===== config.mk =====
export PLATFORM = sky130hd
export DESIGN_NAME = gtc_regs
export DESIGN_NICKNAME = d
export VERILOG_FILES = /design/src/pkg/gtc_pkg.sv /design/src/verilog/gtc_regs.sv
export SDC_FILE = /design/constraint.sdc
export NUM_CORES = 1
export LEC_CHECK = 0
export BUFFER_PORTS_ARGS = -buffer_cell sky130_fd_sc_hd__buf_4
export CAP_MARGIN = 25
export CORE_MARGIN = 2
export CORE_UTILIZATION = 54
export DETAILED_ROUTE_END_ITERATION = 8
export PLACE_DENSITY = 0.89
export SYNTH_ARGS = -nofsm -noshare
export SYNTH_HDL_FRONTEND = slang
export SYNTH_SLANG_ARGS = --single-unit

===== constraint.sdc =====
create_clock -name clk -period 3.1 [get_ports clk]
set_input_delay 0 -clock clk [delete_from_list [all_inputs] [get_ports clk]]
set_output_delay 0 -clock clk [all_outputs]
set_load 0.03 [all_outputs]

===== src/pkg/gtc_pkg.sv =====
// package for the pin, trigger and conversion configuration register bank
// assumes a byte-wide register port with single-cycle write and read strobes
package gtc_pkg;
    // ==========================================================
    // register offsets
    localparam logic [7:0] ADDR_PIN_CTRL = 8'h05; // second pin control
    localparam logic [7:0] ADDR_CONV_CFG = 8'h06; // pin conversion config
    localparam logic [7:0] ADDR_SEQ_ADDR = 8'h07; // sequence start address
    localparam logic [7:0] ADDR_FILTER = 8'h08; // digital filter config
    localparam logic [7:0] ADDR_CONV_CTRL = 8'h09; // converter control
    // ==========================================================
    // field positions
    localparam int DIR_LSB = 6; // direction 7:6
    localparam int ISEL_LSB = 4; // input select 5:4
    localparam int OSEL_LSB = 0; // output select 2:0
    localparam int DEST_LSB = 4; // destination 6:4
    localparam int CTYPE_LSB = 0; // conversion type 1:0
    localparam int FTYPE_LSB = 4; // filter type 5:4
    localparam int RATE_LSB = 0; // rate 3:0
    localparam int FRSV_BIT = 6; // reserved filter bit
    localparam int EXTERNAL_CLOCK_SELECT_BIT = 7;
    localparam int POL_BIT = 6;
    localparam int FMT_BIT = 5;
    localparam int RBP_BIT = 4;
    localparam int RBN_BIT = 3;
    localparam int REFSEL_LSB = 0; // reference select 2:0
    // ==========================================================
    // reset values
    localparam logic [7:0] RST_PIN_CTRL = 8'h00;
    localparam logic [7:0] RST_CONV_CFG = 8'h00;
    localparam logic [6:0] RST_SEQ_ADDR = 7'h3A;
    localparam logic [7:0] RST_FILTER = 8'h00;
    localparam logic [7:0] RST_CONV_CTRL = 8'h01; // reference select 001
    // ==========================================================
    // limits and codes
    localparam logic [6:0] SEQ_ADDR_MIN = 7'h3A;
    localparam logic [6:0] SEQ_ADDR_MAX = 7'h6F;
    localparam logic [1:0] DIR_RSV = 2'h1;
    localparam logic [1:0] ISEL_RSV = 2'h3;
    localparam logic [1:0] ISEL_CONV = 2'h1;
    localparam logic [1:0] ISEL_SEQ = 2'h2;
    localparam logic [1:0] DIR_OD = 2'h2;
    localparam logic [1:0] DIR_PP = 2'h3;
    localparam int RES_WIDTH = 24; // result word width
    // ==========================================================
    // output selections
    typedef enum logic [2:0] {
        GTC_OUT_HIZ, GTC_OUT_INT_LOW, GTC_OUT_INT_HIGH, GTC_OUT_ZERO,
        GTC_OUT_ONE, GTC_OUT_SYSCLK, GTC_OUT_MOD_ACTIVE, GTC_OUT_LOW_SWITCH
    } gtc_osel_type;
endpackage : gtc_pkg


===== src/verilog/gtc_regs.sv =====
// register bank: second pin function, pin triggers, conversion format
// assumes pin input already synchronous to clk; sequencer, modulator and
// clock sources live outside and exchange simple levels and pulses here
//
// Function
// - reserved codes leave pin control unchanged
// - direction: input, open-drain, push-pull; 01 reserved
// - input select: off, conversion trigger, sequence trigger; 11 reserved
// - trigger in sleep: wake first, then start
// - output select codes zero through four
// - codes five-seven: clock, modulator, low switch
// - conversion config write starts nothing
// - pin conversion result goes to chosen register
// - conversion type: single, continuous, duty cycled
// - start address 3A to 6F, else ignored
// - address write launches nothing; trigger uses it
// - filter type selects FIR or sinc
// - rate field valid codes depend on filter
// - external clock takes over the first pin
// - clock select write ignored during sequence
// - polarity: one unipolar straight binary, zero bipolar
// - coding bit matters only in bipolar range
// - coding change leaves thresholds untouched
// - out-of-range results clamp to end codes
// - separate enables for both reference buffers
// - clock select at bit seven, resets internal
`timescale 1ns/10ps
module gtc_regs (
    // clock and reset
    input wire logic clk,
    input wire logic rstn,
    // register port
    input wire logic [7:0] reg_addr,
    input wire logic reg_wr,
    input wire logic [7:0] reg_wdata,
    input wire logic reg_rd,
    output logic [7:0] reg_rdata,
    // second pin
    input wire logic pin_in,
    output logic pin_out,
    output logic pin_oe,
    // device status inputs
    input wire logic low_power_mode,
    input wire logic seq_running,
    input wire logic irq_level,
    input wire logic sys_clk_level,
    input wire logic mod_active,
    input wire logic low_switch_level,
    // raw result from the modulator path
    input wire logic raw_valid,
    input wire logic raw_over,
    input wire logic raw_under,
    input wire logic [gtc_pkg::RES_WIDTH-1:0] raw_code,
    // requests to the converter core
    output logic wake_req,
    output logic conv_start,
    output logic [1:0] conv_type,
    output logic [2:0] conv_dest,
    output logic seq_start,
    output logic [6:0] seq_addr,
    // configuration levels
    output logic [1:0] filter_type,
    output logic [3:0] rate_code,
    output logic ext_clock_sel,
    output logic first_pin_override,
    output logic polarity_select,
    output logic offset_binary,
    output logic pos_ref_buf_en,
    output logic neg_ref_buf_en,
    output logic [2:0] ref_select,
    // coded result
    output logic res_valid,
    output logic [gtc_pkg::RES_WIDTH-1:0] res_code
);
    import gtc_pkg::*;

    // ==========================================================
    // storage
    logic [7:0] pin_ctrl_ff; // second pin control
    logic [7:0] conv_cfg_ff; // pin conversion config
    logic [6:0] seq_addr_ff; // sequence start address
    logic [7:0] filter_ff; // digital filter config
    logic [7:0] ctrl_ff; // converter control
    logic pin_prev_ff; // last pin sample for edge find
    logic pend_conv_ff; // trigger waiting for wake
    logic pend_seq_ff;
    logic [7:0] nxt_pin_ctrl; // candidate pin control
    logic pin_rise;
    logic [1:0] wdir;
    logic [1:0] wisel;

    assign wdir = reg_wdata[DIR_LSB+:2];
    assign wisel = reg_wdata[ISEL_LSB+:2];
    assign pin_rise = pin_in & ~pin_prev_ff;

    // ==========================================================
    // second pin control, reserved codes refused whole
    always_comb begin
        nxt_pin_ctrl = pin_ctrl_ff;
        if (reg_wr && reg_addr == ADDR_PIN_CTRL && wdir != DIR_RSV && wisel != ISEL_RSV) begin
            nxt_pin_ctrl = {wdir, wisel, 1'b0, reg_wdata[OSEL_LSB+:3]};
        end
    end

    always_ff @(posedge clk) begin
        if (!rstn) begin
            pin_ctrl_ff <= RST_PIN_CTRL;
        end else begin
            pin_ctrl_ff <= nxt_pin_ctrl;
        end
    end

    // ==========================================================
    // conversion config and sequence address; writes only store
    always_ff @(posedge clk) begin
        if (!rstn) begin
            conv_cfg_ff <= RST_CONV_CFG;
            seq_addr_ff <= RST_SEQ_ADDR;
        end else if (reg_wr) begin
            if (reg_addr == ADDR_CONV_CFG) begin
                conv_cfg_ff <= {1'b0, reg_wdata[DEST_LSB+:3], 2'b00, reg_wdata[CTYPE_LSB+:2]};
            end
            // out-of-range address leaves old value
            if (reg_addr == ADDR_SEQ_ADDR && reg_wdata[6:0] >= SEQ_ADDR_MIN
                    && reg_wdata[6:0] <= SEQ_ADDR_MAX) begin
                seq_addr_ff <= reg_wdata[6:0];
            end
        end
    end

    // ==========================================================
    // filter register; reserved bit kept as written, software keeps it zero
    always_ff @(posedge clk) begin
        if (!rstn) begin
            filter_ff <= RST_FILTER;
        end else if (reg_wr && reg_addr == ADDR_FILTER) begin
            filter_ff <= {1'b0, reg_wdata[FRSV_BIT], reg_wdata[FTYPE_LSB+:2], reg_wdata[RATE_LSB+:4]};
        end
    end

    // ==========================================================
    // converter control; clock select frozen while a sequence runs
    always_ff @(posedge clk) begin
        if (!rstn) begin
            ctrl_ff <= RST_CONV_CTRL;
        end else if (reg_wr && reg_addr == ADDR_CONV_CTRL) begin
            ctrl_ff[6:0] <= reg_wdata[6:0];
            if (!seq_running) begin
                ctrl_ff[EXTERNAL_CLOCK_SELECT_BIT] <= reg_wdata[EXTERNAL_CLOCK_SELECT_BIT];
            end
        end
    end

    // ==========================================================
    // read mux, unmapped offsets read zero
    always_ff @(posedge clk) begin
        if (!rstn) begin
            reg_rdata <= 8'h00;
        end else if (reg_rd) begin
            case (reg_addr)
                ADDR_PIN_CTRL: reg_rdata <= pin_ctrl_ff;
                ADDR_CONV_CFG: reg_rdata <= conv_cfg_ff;
                ADDR_SEQ_ADDR: reg_rdata <= {1'b0, seq_addr_ff};
                ADDR_FILTER: reg_rdata <= filter_ff;
                ADDR_CONV_CTRL: reg_rdata <= ctrl_ff;
                default: reg_rdata <= 8'h00;
            endcase
        end
    end

    // ==========================================================
    // trigger edges; driver holds pulses three clocks so one sample catches them
    always_ff @(posedge clk) begin
        if (!rstn) begin
            pin_prev_ff <= 1'b0;
            pend_conv_ff <= 1'b0;
            pend_seq_ff <= 1'b0;
            wake_req <= 1'b0;
            conv_start <= 1'b0;
            seq_start <= 1'b0;
        end else begin
            pin_prev_ff <= pin_in;
            conv_start <= 1'b0;
            seq_start <= 1'b0;
            wake_req <= 1'b0;
            // wake from low power first, fire only once back in normal mode
            if ((pend_conv_ff || pend_seq_ff) && low_power_mode) begin
                wake_req <= 1'b1;
            end else begin
                conv_start <= pend_conv_ff;
                seq_start <= pend_seq_ff;
                pend_conv_ff <= 1'b0;
                pend_seq_ff <= 1'b0;
            end
            // edge capture comes after the clear on purpose:
            // a fresh edge in the firing cycle must win over the clear,
            // otherwise the trigger would be dropped without a trace
            // edges only count while the pin is an input
            if (pin_ctrl_ff[DIR_LSB+:2] == 2'b00 && pin_rise) begin
                if (pin_ctrl_ff[ISEL_LSB+:2] == ISEL_CONV) begin
                    pend_conv_ff <= 1'b1;
                end
                if (pin_ctrl_ff[ISEL_LSB+:2] == ISEL_SEQ) begin
                    pend_seq_ff <= 1'b1;
                end
            end
        end
    end

    // ==========================================================
    // pin driver
    always_ff @(posedge clk) begin
        if (!rstn) begin
            pin_out <= 1'b0;
            pin_oe <= 1'b0;
        end else begin
            logic lvl;
            lvl = 1'b0;
            case (gtc_osel_type'(pin_ctrl_ff[OSEL_LSB+:3]))
                GTC_OUT_HIZ: lvl = 1'b0;
                GTC_OUT_INT_LOW: lvl = ~irq_level;
                GTC_OUT_INT_HIGH: lvl = irq_level;
                GTC_OUT_ZERO: lvl = 1'b0;
                GTC_OUT_ONE: lvl = 1'b1;
                GTC_OUT_SYSCLK: lvl = sys_clk_level;
                GTC_OUT_MOD_ACTIVE: lvl = mod_active;
                GTC_OUT_LOW_SWITCH: lvl = low_switch_level;
                default: lvl = 1'b0;
            endcase
            pin_out <= lvl;
            if (pin_ctrl_ff[DIR_LSB+:2] == DIR_PP && pin_ctrl_ff[OSEL_LSB+:3] == GTC_OUT_LOW_SWITCH) begin
                pin_oe <= ~lvl; // low switch overrides push-pull
            end else if (pin_ctrl_ff[OSEL_LSB+:3] == GTC_OUT_HIZ) begin
                pin_oe <= 1'b0;
            end else if (pin_ctrl_ff[DIR_LSB+:2] == DIR_PP) begin
                pin_oe <= 1'b1;
            end else if (pin_ctrl_ff[DIR_LSB+:2] == DIR_OD) begin
                pin_oe <= ~lvl;
            end else begin
                pin_oe <= 1'b0;
            end
        end
    end

    // ==========================================================
    // configuration outputs registered from storage
    always_ff @(posedge clk) begin
        if (!rstn) begin
            conv_type <= 2'b00;
            conv_dest <= 3'b000;
            seq_addr <= RST_SEQ_ADDR;
            filter_type <= 2'b00;
            rate_code <= 4'h0;
            ext_clock_sel <= 1'b0;
            first_pin_override <= 1'b0;
            polarity_select <= 1'b0;
            offset_binary <= 1'b0;
            pos_ref_buf_en <= 1'b0;
            neg_ref_buf_en <= 1'b0;
            ref_select <= RST_CONV_CTRL[2:0];
        end else begin
            conv_type <= conv_cfg_ff[CTYPE_LSB+:2];
            conv_dest <= conv_cfg_ff[DEST_LSB+:3];
            seq_addr <= seq_addr_ff;
            filter_type <= filter_ff[FTYPE_LSB+:2];
            rate_code <= filter_ff[RATE_LSB+:4];
            ext_clock_sel <= ctrl_ff[EXTERNAL_CLOCK_SELECT_BIT];
            first_pin_override <= ctrl_ff[EXTERNAL_CLOCK_SELECT_BIT];
            polarity_select <= ctrl_ff[POL_BIT];
            offset_binary <= ~ctrl_ff[POL_BIT] & ctrl_ff[FMT_BIT];
            pos_ref_buf_en <= ctrl_ff[RBP_BIT];
            neg_ref_buf_en <= ctrl_ff[RBN_BIT];
            ref_select <= ctrl_ff[REFSEL_LSB+:3];
        end
    end

    // ==========================================================
    // result coding with clamp; raw code is offset binary from the core
    always_ff @(posedge clk) begin
        if (!rstn) begin
            res_valid <= 1'b0;
            res_code <= '0;
        end else begin
            logic [RES_WIDTH-1:0] c;
            c = raw_code;
            if (raw_over) begin
                c = '1;
            end else if (raw_under) begin
                c = '0;
            end
            // two's complement only in bipolar range with coding bit low
            if (!ctrl_ff[POL_BIT] && !ctrl_ff[FMT_BIT]) begin
                c[RES_WIDTH-1] = ~c[RES_WIDTH-1];
            end
            res_valid <= raw_valid;
            res_code <= c;
        end
    end
endmodule : gtc_regs


=== Word-level counts from Yosys, hierarchy flattened ===
Cells that the tools add are included.

* Output and inout bits: 65
* Bits in registers: 101
* Logic and storage cells: 96

* Bitwise operators: 9
* Multiplexer cells: 18
* Equality and inequality tests: 18
* Order comparisons: 2
* Reduce and logical (&&, ||, !) cells: 21

{| class="wikitable"
|+ Operators by type and width
! kind !! number
|-
| 24-bit 2-to-1 mux || 3
|-
| 8-bit case mux with 5 select lines || 1
|-
| 8-bit by 3-bit == test with 1-bit output (second input constant) || 3
|-
| 8-bit by 4-bit == test with 1-bit output (second input constant) || 2
|-
| 1-bit 2-to-1 mux || 13
|-
| 3-bit == test (second input constant) || 4
|-
| 1-bit logical AND || 11
|-
| 7-bit by 6-bit >= comparator with 1-bit output (second input constant) || 1
|-
| 7-bit less-or-equal comparator (second input constant) || 1
|-
| 1-bit inverter || 7
|-
| 1-bit case mux with 7 select lines || 1
|-
| 2-bit == test (second input constant) || 3
|-
| 3-bit by 2-bit == test with 1-bit output (second input constant) || 2
|-
| 2-bit AND reduction || 3
|-
| 2-bit OR reduction || 2
|-
| 3-bit by 1-bit == test with 1-bit output (second input constant) || 1
|-
| 3-bit logical NOT || 1
|-
| 1-bit AND || 2
|-
| 2-bit by 1-bit == test with 1-bit output (second input constant) || 1
|-
| 1-bit logical NOT || 2
|-
| 2-bit logical NOT || 1
|-
| 2-bit by 1-bit != test with 1-bit output (second input constant) || 1
|-
| 2-bit != test (second input constant) || 1
|-
| 1-bit logical OR || 1
|}

=== Logic depth before layout (Yosys ltp) ===
* Depth after elaboration: 9
* Depth in mapped cells: 6
* Gate-level depth less buffers: 4

=== Worst setup path after synthesis ===
No wires, ideal clock.

* Path type: input to register
* Start: input port reg_addr[5]
* End: register conv_cfg_ff[0]
* Arrival: 1397 ps
* Stages on the path: 6
* Setup slack: 1587 ps
* Data required time: 2984 ps
* Path buffers: 2
* Library setup time: 116 ps
* Cells stage by stage: or4_1 -> clkbuf_2 -> or4_1 -> buf_2 -> mux2i_1 -> nor2b_1

* Longest elaborated chain between the ends: 2

{| class="wikitable"
|+ Ends and longest elaborated chain
! what !! RTL line !! RTL
|-
| start: declaration || gtc_regs.sv:33 || <nowiki>input wire logic [7:0] reg_addr,</nowiki>
|-
| 8-bit by 3-bit == test with 1-bit output || gtc_regs.sv:120 || <nowiki>if (reg_addr == ADDR_CONV_CFG) begin</nowiki>
|-
| 2-bit AND reduction (no line) || n/a ||
|-
| end signal: assignment || gtc_regs.sv:121 || <nowiki>conv_cfg_ff <= {1'b0, reg_wdata[DEST_LSB+:3], 2'b00, reg_wdata[CTYPE_LSB+:2]};</nowiki>
|-
| end: declaration || gtc_regs.sv:80 || <nowiki>logic [7:0] conv_cfg_ff;</nowiki>
|}

Every way passes these cells.
A chain may end at the register's enable or synchronous reset.

=== Worst setup path after layout ===
* Start: input port reg_addr[5]
* End: register ctrl_ff[7]

* Longest elaborated chain between the ends: 3

{| class="wikitable"
|+ Ends and longest elaborated chain
! what !! RTL line !! RTL
|-
| 8-bit by 4-bit == test with 1-bit output || gtc_regs.sv:146 || <nowiki>end else if (reg_wr && reg_addr == ADDR_CONV_CTRL) begin</nowiki>
|-
| 1-bit logical AND || gtc_regs.sv:146 ||
|-
| 2-bit AND reduction (no line) || n/a ||
|-
| end signal: indexed assignment || gtc_regs.sv:149 || <nowiki>ctrl_ff[EXTERNAL_CLOCK_SELECT_BIT] <= reg_wdata[EXTERNAL_CLOCK_SELECT_BIT];</nowiki>
|-
| end: declaration || gtc_regs.sv:83 || <nowiki>logic [7:0] ctrl_ff;</nowiki>
|}

Every way passes these cells.

==> results.cfg <==
[clocking]
clk_pin_slew_ns = 0.09
tritoncts = yes
clockBufferDepth = 2
post_cts_resized = 0
clk_latency_ns = 0.37
cts_buffers = 9
h-tree-depth = 3
clock-sinks = 101
cts_root_buf = clkbuf_8

[finish]
final_common_cell = buf_4
mostFrequentLayoutCells = buf_4 (119), dfxtp_1 (101), nor2b_1 (44), dlygate4sd3_1 (37), mux2i_1 (36)
antenna_cells = 0
syn2layout_area_growth_pct = 38.7
drive_above_1_share_pct = 26.0
post-route-util_pct = 77.7
stdcell_count = 623
fin_nets = 576

[synthesis]
synth_ff_type = dfxtp_1
synth_edf_count = 0
synth_seq_cells = 101
ys.warnings.count = 0
syn-cell-area_um2 = 3810
synth_top_family_by_area = simple AND/OR/NAND/NOR gates
synth_compound_area_share_pct = 10.8
synth.yosys.seq_area_share_pct = 53.1
synth_cells = 380
avgSynthCellArea_um2 = 10.0
async_flop_share_pct = 0
synth.distinct_cells = 43
synthMuxAreaShare_pct = 10.6
synth_simple_gate_area_share_pct = 22.0
synth_fp_nets = 434
synth_xor_area_share_pct = 0
synthAdderAreaFrac_pct = 0

[routing]
met2_wirelength_um = 4970
drt_first_pass_iters = 6
wl_per_cell_um = 16.0
vias_per_cell = 5.36
wirelength_um = 9990
ant_nets = 0
routed.top_layer = met4
drt_iter0_drc = 276
num_vias = 3339
wirelength_met1_um = 4040
drt_drc_violations_left = 0
routed-wl-met3_um = 624

[min_path]
hold_depth = 4
worstHoldPathType = in -> reg
min_from = raw_code[23]
min_to = res_code[23]

[global_routing]
antenna_found_initial = 0
track_usage_pct = 26.7
overflow = 0
grt_first_pass_wirelength_um = 15600
grt_pass1_vias = 3228
grt_max_degree = 71

[timing]
hold_viol = 0
period_share_pct = 71.6
rsz0062_at_grt = no
report.final.slew_viol_count = 0
clock.fmax_mhz = 450
tightest_slew_ns = 0.711
finClkSkew_ns = 0.0140
relSlewSlack_pct = 52.6
setup_slack_ns = 0.880
finalSetupTns_ns = 0
holdWs_ns = 0.0150
setup_violations = 0
period_needed_ns = 2.22

[setup_path]
worstReg2RegStart = ctrl_ff[7]
reg2reg_depth = 4
rrSetupSlack_ns = 1.72
r2r-end = ctrl_ff[7]
critical_path_class = in -> reg
end_kind = flip-flop
arrival_ns = 2.47
cp_max_fo = 9
cp-start-kind = input pin
required_ns = 3.35

[die]
die_area_um2 = 7740
die_h_um = 88.0
rows = 30
die_w_um = 88.0
start_util_pct = 56.0
coreArea_um2 = 6790
num_io_pins = 119

[placement]
port_buffers = 118
hpwl_um = 6500
dp.cells = 570
gp_congestion = 0.923
dp_slack_ns = 1.18

[power_and_ir_drop]
ir_drop_uv = 349
leakage_uw = 0.00236
powerDensity_nw_per_um2 = 463

[job]
cap_violations = 0

[status]
status = complete, no violations
[cell type report]
class                   instances  area (µm²)
repair buffers                156        1260
flip-flops and latches        101        2020
fillers                       417        1510
well taps                      96         120
multi-input cells             247        1660
clock buffers                  12         145
inverters                       7        26.3
clock inverters                 4        47.5
[metal layers]
metal | up-vias | GRT usage, %
li1 | 1588 | -
met2 | 154 | 43.0
met1 | 1564 | 33.3
met4 | 0 | 15.5
met5 | - | 0
met3 | 33 | 5.09
[cells in the mapped netlist (6+ instances only)]
cell type  number  area [µm²]
clkbuf_1       21        78.8
nand2_1        26        97.6
o21ai_0        11        55.1
nor3_1          6        30.0
mux2i_1        36         360
nand3_1         6        30.0
nor2b_1        44         275
and2_1         21         131
dfxtp_1       101        2020
a21oi_1        30         150
nand2b_1       12        75.1
inv_1           7        26.3
[worst max-delay path by stage]
stage                      from             end  slack [ns]  cells after the start
global placement    reg_addr[5]  seq_addr_ff[5]        1.28                      5
floorplan           reg_addr[5]  conv_cfg_ff[0]        1.59                      6
CTS                 reg_addr[5]      ctrl_ff[7]        1.01                      6
global route        reg_addr[5]      ctrl_ff[7]        0.82                      6
detailed placement  reg_addr[5]      ctrl_ff[7]        1.18                      5
finish              reg_addr[5]      ctrl_ff[7]        0.88                      6
[kinds of logic (layout without fill, tap and decap cells)]
kind of cell	Yosys count	in the layout
buf+inv	32	179
flops	101	101
mux	40	40
compound gates	65	65
simple gates	142	142
[stage by stage]
step	cell area, µm²	total power, µW
detailed placement	4720	1610
global route	5280	2530
global placement	4720	1600
floorplan	3810	1490
CTS	5280	2450
finish	5280	2450
[flip-flops by register name, indices dropped and copies added (netlist names), 2 cells and up]
signal	count
conv_type	2
reg_rdata	8
filter_ff	7
conv_dest	3
seq_addr	7
ctrl_ff	8
conv_cfg_ff	5
pin_ctrl_ff	7
ref_select	3
filter_type	2
rate_code	4
seq_addr_ff	7
res_code	24
[where the power goes]
part           internal, µW  total (µW)  leakage [µW]  switching [µW]
combinational           137         292       0.00144             155
sequential             1320        1330      0.000823            9.21
clock                   394         822     0.0000964             429
[worst max-delay path, cell delays in order]
cell           delay (ns)
buf_4                0.12
nor4_2               0.60
nand4_1              0.66
o21ai_0              0.37
o31ai_1              0.12
dlygate4sd3_1        0.60
[repair_timing]
item                      CTS  global route
hold endpoints to repair   68             0
hold buffers               37             0
setup buffers               0             0
Note: power is estimated with default switching activity, not from simulation.
